$ cat config.mk
export PLATFORM = sky130hd
export DESIGN_NAME = logic_cluster
export DESIGN_NICKNAME = d
export VERILOG_FILES = /design/src/common/cluster_pkg.sv /design/src/common/cluster_ctrl_if.sv /design/src/logic_cluster.sv /design/src/cluster_ctrl_gen.sv
export SDC_FILE = /design/constraint.sdc
export NUM_CORES = 1
export LEC_CHECK = 0
export ABC_AREA = 0
export BUFFER_PORTS_ARGS = -buffer_cell sky130_fd_sc_hd__buf_2
export CORE_AREA = 2 2 174 176
export DETAILED_ROUTE_END_ITERATION = 8
export DIE_AREA = 0 0 176 178
export PLACE_DENSITY = 0.52
export RECOVER_POWER = 50
export SYNTH_ARGS = -nofsm -noshare
export SYNTH_HDL_FRONTEND = slang
export SYNTH_SLANG_ARGS = --single-unit
$ cat constraint.sdc
create_clock -name ref_clk -period 27 [get_ports ref_clk]
set_clock_uncertainty 0.1 [all_clocks]
set_input_delay 0 -clock ref_clk [delete_from_list [all_inputs] [get_ports ref_clk]]
set_output_delay 0 -clock ref_clk [all_outputs]
set_load 0.005 [all_outputs]
$ cat src/common/cluster_pkg.sv
// shared constants and types for the logic cluster
package cluster_pkg;
   localparam int N_CELLS      = 10;
   localparam int N_ROW_CLOCKS = 8;
   localparam int N_CTRL       = 10;
   localparam int LUT_INPUTS   = 4;
   localparam int LUT_BITS     = 16;
   localparam int N_OUTS       = 3;
   localparam int ROW_IDX_W    = 3;
   // positions of the cluster-wide controls in the source select vectors
   localparam int CTRL_CLK_A   = 0;
   localparam int CTRL_CLK_B   = 1;
   localparam int CTRL_GATE_A  = 2;
   localparam int CTRL_GATE_B  = 3;
   localparam int CTRL_CLR_A   = 4;
   localparam int CTRL_CLR_B   = 5;
   localparam int CTRL_ALOAD   = 6;
   localparam int CTRL_SCLR    = 7;
   localparam int CTRL_SLOAD   = 8;
   localparam int CTRL_ADDNSUB = 9;
   // cell register clear selection
   localparam logic [1:0] CLR_NONE = 2'h0;
   localparam logic [1:0] CLR_A    = 2'h1;
   localparam logic [1:0] CLR_B    = 2'h2;
   localparam logic       REG_RESET_VAL = 1'h0;
   localparam logic       FIRST_ONE_CARRY = 1'h1;
   typedef enum logic [1:0] {
      REG_D,
      REG_T,
      REG_JK,
      REG_SR
   } reg_mode_e;
endpackage

$ cat src/common/cluster_ctrl_if.sv
// cluster-wide control signals shared by all cells
interface cluster_ctrl_if;
   logic tick_a;
   logic tick_b;
   logic clr_a;
   logic clr_b;
   logic aload;
   logic sclr;
   logic sload;
   logic addnsub;
   logic dev_clr;
   modport gen (
      output tick_a,
      output tick_b,
      output clr_a,
      output clr_b,
      output aload,
      output sclr,
      output sload,
      output addnsub,
      output dev_clr
   );
   modport cells (
      input tick_a,
      input tick_b,
      input clr_a,
      input clr_b,
      input aload,
      input sclr,
      input sload,
      input addnsub,
      input dev_clr
   );
endinterface

$ cat src/logic_cluster.sv
// logic cluster: ten logic cells with shared controls and carry-select chains
module logic_cluster #(
   parameter int N = cluster_pkg::N_CELLS
) (
   input  wire logic                                                   ref_clk,
   input  wire logic                                                   reset_n,
   input  wire logic [cluster_pkg::N_ROW_CLOCKS-1:0]                   row_clock,
   input  wire logic [cluster_pkg::N_CTRL-1:0]                         local_ctrl,
   input  wire logic [cluster_pkg::N_CTRL-1:0]                         ctrl_from_row,
   input  wire logic [cluster_pkg::N_CTRL-1:0][cluster_pkg::ROW_IDX_W-1:0] ctrl_row_idx,
   input  wire logic                                                   clk_a_falling,
   input  wire logic                                                   clk_b_falling,
   input  wire logic                                                   both_edges,
   input  wire logic                                                   device_wide_clear_n,
   input  wire logic                                                   dev_clr_enable,
   input  wire logic [N-1:0][cluster_pkg::LUT_INPUTS-1:0]              cell_data,
   input  wire logic [N-1:0][cluster_pkg::LUT_BITS-1:0]                lut_mask,
   input  cluster_pkg::reg_mode_e [N-1:0]                              reg_mode,
   input  wire logic [N-1:0]                                           arith_mode,
   input  wire logic [N-1:0]                                           counter_mode,
   input  wire logic [N-1:0]                                           chain_end,
   input  wire logic [N-1:0]                                           lut3_from_carry,
   input  wire logic [N-1:0]                                           reg_feedback,
   input  wire logic [N-1:0]                                           lut_chain_en,
   input  wire logic [N-1:0]                                           reg_chain_en,
   input  wire logic [N-1:0]                                           clk_sel_b,
   input  wire logic [N-1:0][1:0]                                      clr_sel,
   input  wire logic [N-1:0][cluster_pkg::N_OUTS-1:0]                  out_sel,
   input  wire logic                                                   cluster_carry_in,
   input  wire logic                                                   lut_chain_in,
   input  wire logic                                                   reg_chain_in,
   output logic      [N-1:0][cluster_pkg::N_OUTS-1:0]                  cell_out,
   output logic                                                        cluster_carry_out,
   output logic                                                        lut_chain_out,
   output logic                                                        reg_chain_out
);
   cluster_ctrl_if ctl ();

   // one control generator serves every cell
   cluster_ctrl_gen u_ctrl (
      .ref_clk             (ref_clk),
      .reset_n             (reset_n),
      .row_clock           (row_clock),
      .local_ctrl          (local_ctrl),
      .ctrl_from_row       (ctrl_from_row),
      .ctrl_row_idx        (ctrl_row_idx),
      .clk_a_falling       (clk_a_falling),
      .clk_b_falling       (clk_b_falling),
      .both_edges          (both_edges),
      .device_wide_clear_n (device_wide_clear_n),
      .dev_clr_enable      (dev_clr_enable),
      .ctl                 (ctl)
   );

   logic [N:0]   zero_chain_carry;
   logic [N:0]   one_chain_carry;
   logic [N:0]   lut_chain;
   logic [N:0]   reg_chain;
   logic [N-1:0] invert_b;

   // lsb cell: subtraction forces the carry into the zero chain high; the one chain always starts high
   assign zero_chain_carry[0] = invert_b[0];
   assign one_chain_carry[0]  = cluster_pkg::FIRST_ONE_CARRY;
   assign lut_chain[0]        = lut_chain_in;
   assign reg_chain[0]        = reg_chain_in;

   for (genvar i = 0; i < N; i++) begin : g_cell
      logic                                first_data_input;
      logic                                second_data_input;
      logic                                third_data_input;
      logic                                fourth_data_input;
      logic                                b_op;
      logic                                lut_in0;
      logic                                lut_in3;
      logic                                chain_sel;
      logic                                lut_res;
      logic                                sum0;
      logic                                sum1;
      logic                                sum_sel;
      logic                                comb_res;
      logic                                d_src;
      logic                                count_hold;
      logic                                tick;
      logic                                aclr;
      logic                                fn_next;
      logic                                q_q;

      assign first_data_input  = cell_data[i][0];
      assign second_data_input = cell_data[i][1];
      assign third_data_input  = cell_data[i][2];
      assign fourth_data_input = cell_data[i][3];

      // addnsub reaches normal-mode cells only at a chain end
      assign invert_b[i] = (ctl.addnsub & (arith_mode[i] | chain_end[i]))
                         ^ (counter_mode[i] & arith_mode[i] & ~fourth_data_input);
      assign b_op = second_data_input ^ invert_b[i];

      // level of the chain picked by the cluster carry-in
      assign chain_sel = cluster_carry_in ? one_chain_carry[i] : zero_chain_carry[i];

      assign lut_in0 = lut_chain_en[i] ? lut_chain[i] : first_data_input;
      assign lut_in3 = reg_feedback[i] ? q_q
                     : (lut3_from_carry[i] ? chain_sel : fourth_data_input);
      assign lut_res = lut_mask[i][{lut_in3, third_data_input, b_op, lut_in0}];

      // both sums precomputed so only the select sits on the slow path
      assign sum0 = first_data_input ^ b_op ^ zero_chain_carry[i];
      assign sum1 = first_data_input ^ b_op ^ one_chain_carry[i];
      assign sum_sel = cluster_carry_in ? sum1 : sum0;
      assign zero_chain_carry[i+1] = (first_data_input & b_op)
                                   | (zero_chain_carry[i] & (first_data_input ^ b_op));
      assign one_chain_carry[i+1]  = (first_data_input & b_op)
                                   | (one_chain_carry[i] & (first_data_input ^ b_op));

      assign comb_res = arith_mode[i] ? sum_sel : lut_res;
      assign lut_chain[i+1] = comb_res;

      // shift path skips the table so the table stays free
      assign d_src = reg_chain_en[i] ? reg_chain[i] : comb_res;
      assign count_hold = counter_mode[i] & arith_mode[i] & ~third_data_input;

      assign tick = clk_sel_b[i] ? ctl.tick_b : ctl.tick_a;
      assign aclr = ((clr_sel[i] == cluster_pkg::CLR_A) & ctl.clr_a)
                  | ((clr_sel[i] == cluster_pkg::CLR_B) & ctl.clr_b);

      // third input doubles as K or R for the two-input modes
      always_comb begin
         case (reg_mode[i])
            cluster_pkg::REG_D:  fn_next = d_src;
            cluster_pkg::REG_T:  fn_next = q_q ^ d_src;
            cluster_pkg::REG_JK: fn_next = (d_src & ~q_q) | (~third_data_input & q_q);
            cluster_pkg::REG_SR: fn_next = d_src | (q_q & ~third_data_input);
            default:             fn_next = d_src;
         endcase
      end

      // async controls act on the next ref_clk edge, ahead of any tick
      always_ff @(posedge ref_clk or negedge reset_n) begin
         if (!reset_n) begin
            q_q <= cluster_pkg::REG_RESET_VAL;
         end else if (ctl.dev_clr) begin
            q_q <= cluster_pkg::REG_RESET_VAL;
         end else if (aclr) begin
            q_q <= cluster_pkg::REG_RESET_VAL;
         end else if (ctl.aload) begin
            q_q <= fourth_data_input;
         end else if (tick) begin
            if (ctl.sclr) begin
               q_q <= cluster_pkg::REG_RESET_VAL;
            end else if (ctl.sload) begin
               q_q <= fourth_data_input;
            end else if (!count_hold) begin
               q_q <= fn_next;
            end
         end
      end

      assign reg_chain[i+1] = q_q;

      for (genvar k = 0; k < cluster_pkg::N_OUTS; k++) begin : g_out
         // unregistered path kept combinational, the bypass is its point
         assign cell_out[i][k] = out_sel[i][k] ? q_q : comb_res;
      end
   end

   assign cluster_carry_out = cluster_carry_in ? one_chain_carry[N] : zero_chain_carry[N];
   assign lut_chain_out     = lut_chain[N];
   assign reg_chain_out     = reg_chain[N];
endmodule // logic_cluster

$ cat src/cluster_ctrl_gen.sv
// generation of cluster-wide controls from row clocks and local routing
module cluster_ctrl_gen (
   input  wire logic                                                   ref_clk,
   input  wire logic                                                   reset_n,
   input  wire logic [cluster_pkg::N_ROW_CLOCKS-1:0]                   row_clock,
   input  wire logic [cluster_pkg::N_CTRL-1:0]                         local_ctrl,
   input  wire logic [cluster_pkg::N_CTRL-1:0]                         ctrl_from_row,
   input  wire logic [cluster_pkg::N_CTRL-1:0][cluster_pkg::ROW_IDX_W-1:0] ctrl_row_idx,
   input  wire logic                                                   clk_a_falling,
   input  wire logic                                                   clk_b_falling,
   input  wire logic                                                   both_edges,
   input  wire logic                                                   device_wide_clear_n,
   input  wire logic                                                   dev_clr_enable,
   cluster_ctrl_if.gen                                                 ctl
);
   logic [cluster_pkg::N_ROW_CLOCKS-1:0] row_q;
   logic [cluster_pkg::N_CTRL-1:0]       local_q;
   logic [cluster_pkg::N_CTRL-1:0]       src;
   logic                                 clk_b_src;
   logic                                 clk_b_fall;
   logic                                 prev_a_q;
   logic                                 prev_b_q;
   logic                                 edge_a;
   logic                                 edge_b;

   always_ff @(posedge ref_clk or negedge reset_n) begin
      if (!reset_n) begin
         row_q   <= '0;
         local_q <= '0;
      end else begin
         row_q   <= row_clock;
         local_q <= local_ctrl;
      end
   end

   for (genvar k = 0; k < cluster_pkg::N_CTRL; k++) begin : g_src
      assign src[k] = ctrl_from_row[k] ? row_q[ctrl_row_idx[k]] : local_q[k];
   end

   // both edges of one clock take both cluster clocks
   assign clk_b_src  = both_edges ? src[cluster_pkg::CTRL_CLK_A] : src[cluster_pkg::CTRL_CLK_B];
   assign clk_b_fall = both_edges ? ~clk_a_falling : clk_b_falling;

   always_ff @(posedge ref_clk or negedge reset_n) begin
      if (!reset_n) begin
         prev_a_q <= 1'h0;
         prev_b_q <= 1'h0;
      end else begin
         prev_a_q <= src[cluster_pkg::CTRL_CLK_A];
         prev_b_q <= clk_b_src;
      end
   end

   assign edge_a = clk_a_falling ? (prev_a_q & ~src[cluster_pkg::CTRL_CLK_A])
                                 : (~prev_a_q & src[cluster_pkg::CTRL_CLK_A]);
   assign edge_b = clk_b_fall ? (prev_b_q & ~clk_b_src) : (~prev_b_q & clk_b_src);

   // each clock only ever travels with its own gate
   assign ctl.tick_a  = edge_a & src[cluster_pkg::CTRL_GATE_A];
   assign ctl.tick_b  = edge_b & src[cluster_pkg::CTRL_GATE_B];
   assign ctl.clr_a   = src[cluster_pkg::CTRL_CLR_A];
   assign ctl.clr_b   = src[cluster_pkg::CTRL_CLR_B];
   assign ctl.aload   = src[cluster_pkg::CTRL_ALOAD];
   assign ctl.sclr    = src[cluster_pkg::CTRL_SCLR];
   assign ctl.sload   = src[cluster_pkg::CTRL_SLOAD];
   assign ctl.addnsub = src[cluster_pkg::CTRL_ADDNSUB];
   assign ctl.dev_clr = dev_clr_enable & ~device_wide_clear_n;
endmodule // cluster_ctrl_gen

==> results.toml <==
[job]
maxCapViolCount = 1

[finish]
drive_above_1_share_pct = 40.4
n_fill_cell = 3182
fin_util_pct = 34.4
syn2layout_area_growth_pct = 48.0
seqCellArea_um2 = 751
fin_nets = 1777
multi_input_area_mm2 = 0.00586
final_cell_area_mm2 = 0.0101

[worst_hold_path]
whs_endpoint = "u_ctrl.prev_a_q$_DFF_PN0_"
min_path_type = "primary input to register"
min_path_cells = 3
hp-start = "ctrl_row_idx[2]"

[placed_design]
placed_cell_area_mm2 = 0.00956
gp_congestion = 0.872
dp_hpwl_um = 27800
port_buffers = 450
post-place-ws_ns = 16.23

[yosys]
synth_nets = 1294
synth_top_area_cell = "mux4_2"
yosys_warnings = 0
syn-cell-area_mm2 = 0.00684
yosysMostFrequentCell = "nor2_1"
synth_cell_types = 84
synth_common_cells = "117 x nor2_1, 109 x nand2_1, 91 x mux2i_1"
synth.ff_latch_count = 30
synthCells = 856
ys_async_sr_fraction_pct = 100
synth-seq-area-share_pct = 11.0
yosys-top-cells-area = "mux4_2 14%, mux2i_1 13%, dfrtp_1 11%"
synth_edf_count = 0
synthFlopType = "dfrtp_1"
synth_top_area_share_pct = 13.8
syn_area_per_cell_um2 = 8.00

[setup_path]
worstPathRequired_ns = 27.12
r2r_cells = 34
worst-setup-path-type = "register to register"
cp_data_arrival_time_ns = 11.44
start_kind = "register"
reg2reg_slack_ns = 15.69
crit_buf_inv = 1
end_kind = "register"
crit_path_top_delay_cell = "mux4_2"
worstReg2RegEnd = "reg_chain_out$_DFFE_PN0P_"
cpPeakStageDelay_ns = 0.58
worstReg2RegStart = "u_ctrl.row_q[2]$_DFF_PN0_"
crit_top_cell = "fa_1"
path_max_fanout = 16
cp_top_family = "multiplexers"

[detailed_routing]
totalWireLength_um = 32900
wl_per_cell_um = 19.0
routed-via-count = 8885
drc_errors = 0
detail_route.first_pass.iterations = 5
viasPerCell = 5.12
drtIter0Drc = 436
ant_nets = 0

[clocking]
clkSlewWorstSetupHoldPaths_ns = 0.07
cts_sinks = 30
cts_tree = "yes"
cts-buffers-inserted = 5
cts.path.max_buffers = 2
clockRootBuffer = "clkbuf_16"
h-tree-depth = 2
cts_resized = 0
clk-insertion-delay-late_ns = 0.29

[sta]
timing.hold.ws_ns = 0.0788
fmax_mhz = 88.4
hold_violations = 0
slew_viol_final = 31
finalWorstSetupSlack_ns = 15.69
period_needed_ns = 11.31
setup_viol = 0
period_share_pct = 41.9
setup_tns_ns = 0
rsz0062_at_grt = "no"
maxSlewHeadroom_pct = -30.8
worst_pin_slew_ns = 1.96

[floorplanning]
core-area_mm2 = 0.0294
die-area_mm2 = 0.0313
start_util_pct = 23.3
die_w_um = 176
rows = 63
io_pins = 451
fp.dieH_um = 178

[global_route]
grt_usage_pct = 20.0
grt_max_degree = 31
grt_first_pass_wirelength_um = 48300
grt-busiest-layer = "met2"
grt_util_met3_pct = 3.86
grt_use_met1_pct = 23.8
grt_pass1_vias = 8757
grt_overflow = 0
antenna_found_initial = 5
grt_use_met2_pct = 36.5

[power_and_ir_drop]
p_leak_uw = 0.00480
power.density_mw_per_mm2 = 38.1
ir_worst_vdd_mv = 0.0204

[run_status]
status = "finished, violations left"
failed_checks = "max-capacitance violations, max-slew violations"
## worst min-delay path, stage by stage
cell and delay (ns):
buf_2 0.10, mux2i_1 0.15, a21oi_1 0.15
## worst max-delay path by stage
stage | start | slack, ns | cells after the start | to
final | u_ctrl.row_q[2]$_DFF_PN0_ | 15.69 | 34 | reg_chain_out$_DFFE_PN0P_
after floorplan | u_ctrl.row_q[5]$_DFF_PN0_ | 17.37 | 36 | reg_chain_out$_DFFE_PN0P_
after global routing | u_ctrl.row_q[0]$_DFF_PN0_ | 15.02 | 34 | reg_chain_out$_DFFE_PN0P_
after detailed placement | u_ctrl.row_q[0]$_DFF_PN0_ | 16.23 | 34 | reg_chain_out$_DFFE_PN0P_
after CTS | u_ctrl.row_q[1]$_DFF_PN0_ | 15.70 | 35 | reg_chain_out$_DFFE_PN0P_
after global placement | u_ctrl.row_q[5]$_DFF_PN0_ | 16.50 | 34 | reg_chain_out$_DFFE_PN0P_
## per-stage QoR
step	total power [uW]	std cells
after global routing	422	1734
after CTS	391	1730
after floorplan	222	856
after detailed placement	317	1681
after global placement	314	1681
final	386	1735
## flip-flops by register name, indices dropped and copies added (netlist names)
register / count
u_ctrl.row_q: 8
u_ctrl.prev_b_q: 1
g_cell.q_q: 9
u_ctrl.prev_a_q: 1
reg_chain_out: 1
u_ctrl.local_q: 10
## area by class of cell
type / count / area share, %
Clock inverter: 2 / 0.124
Inverter: 46 / 1.70
Tap cell: 390 / 4.82
Sequential cell: 30 / 7.41
Timing Repair Buffer: 495 / 26.6
Clock buffer: 6 / 1.37
Antenna cell: 5 / 0.124
Multi-Input combinational cell: 761 / 57.9
## metal layers
layer	wire length, um	vias to the layer above
met5	13	-
met2	16700	424
met1	13000	4174
li1	-	4225
met3	2290	60
met4	923	2
## cells by family (layout without fill, tap and decap cells)
family          Yosys count  count (layout)  share of synthesized area [%]
mux                     154             154                           31.5
simple gates            332             332                           22.1
other cells               0               5                              0
flops                    30              30                           11.0
compound gates          232             232                           24.0
xor+xnor                 23              23                           3.22
buf+inv                  65             549                           3.64
fa+ha+maj                20              20                           4.64
## cells in the final DEF (no fill, tap or decap), types with 5 or more instances in the layout
cell type,netlist,routed
buf_2,1,448
o221ai_1,9,8
fa_1,9,9
nand2_1,109,109
nor3_1,15,15
a21oi_1,72,71
inv_1,46,46
o21ai_0,30,30
mux2i_1,91,91
o21ai_1,12,10
nor2b_1,21,21
mux2_2,10,10
nand2b_1,21,21
a31oi_1,6,6
mux4_2,42,42
o22ai_1,9,9
dfrtp_1,30,30
and3_1,7,7
a211oi_1,5,5
diode_2,0,5
o31ai_1,6,6
o211ai_1,10,10
nor2_1,117,117
clkbuf_16,0,5
o32ai_1,10,10
nand3_1,10,10
xnor2_1,18,18
a221oi_1,9,9
ha_1,11,11
or3_1,7,7
dlygate4sd3_1,0,41
## what timing repair did
action	CTS	global route
hold buffers	41	0
endpoints found under the hold margin	60	0
setup buffers	0	0
setup endpoints to repair	0	0
## power by group
| part | internal [uW] | switching (uW) |
|---|---|---|
| Sequential | 48.7 | 5.90 |
| Combinational | 128 | 141 |
| Clock | 36.6 | 25.9 |
Power figures use the tool's default switching activity.
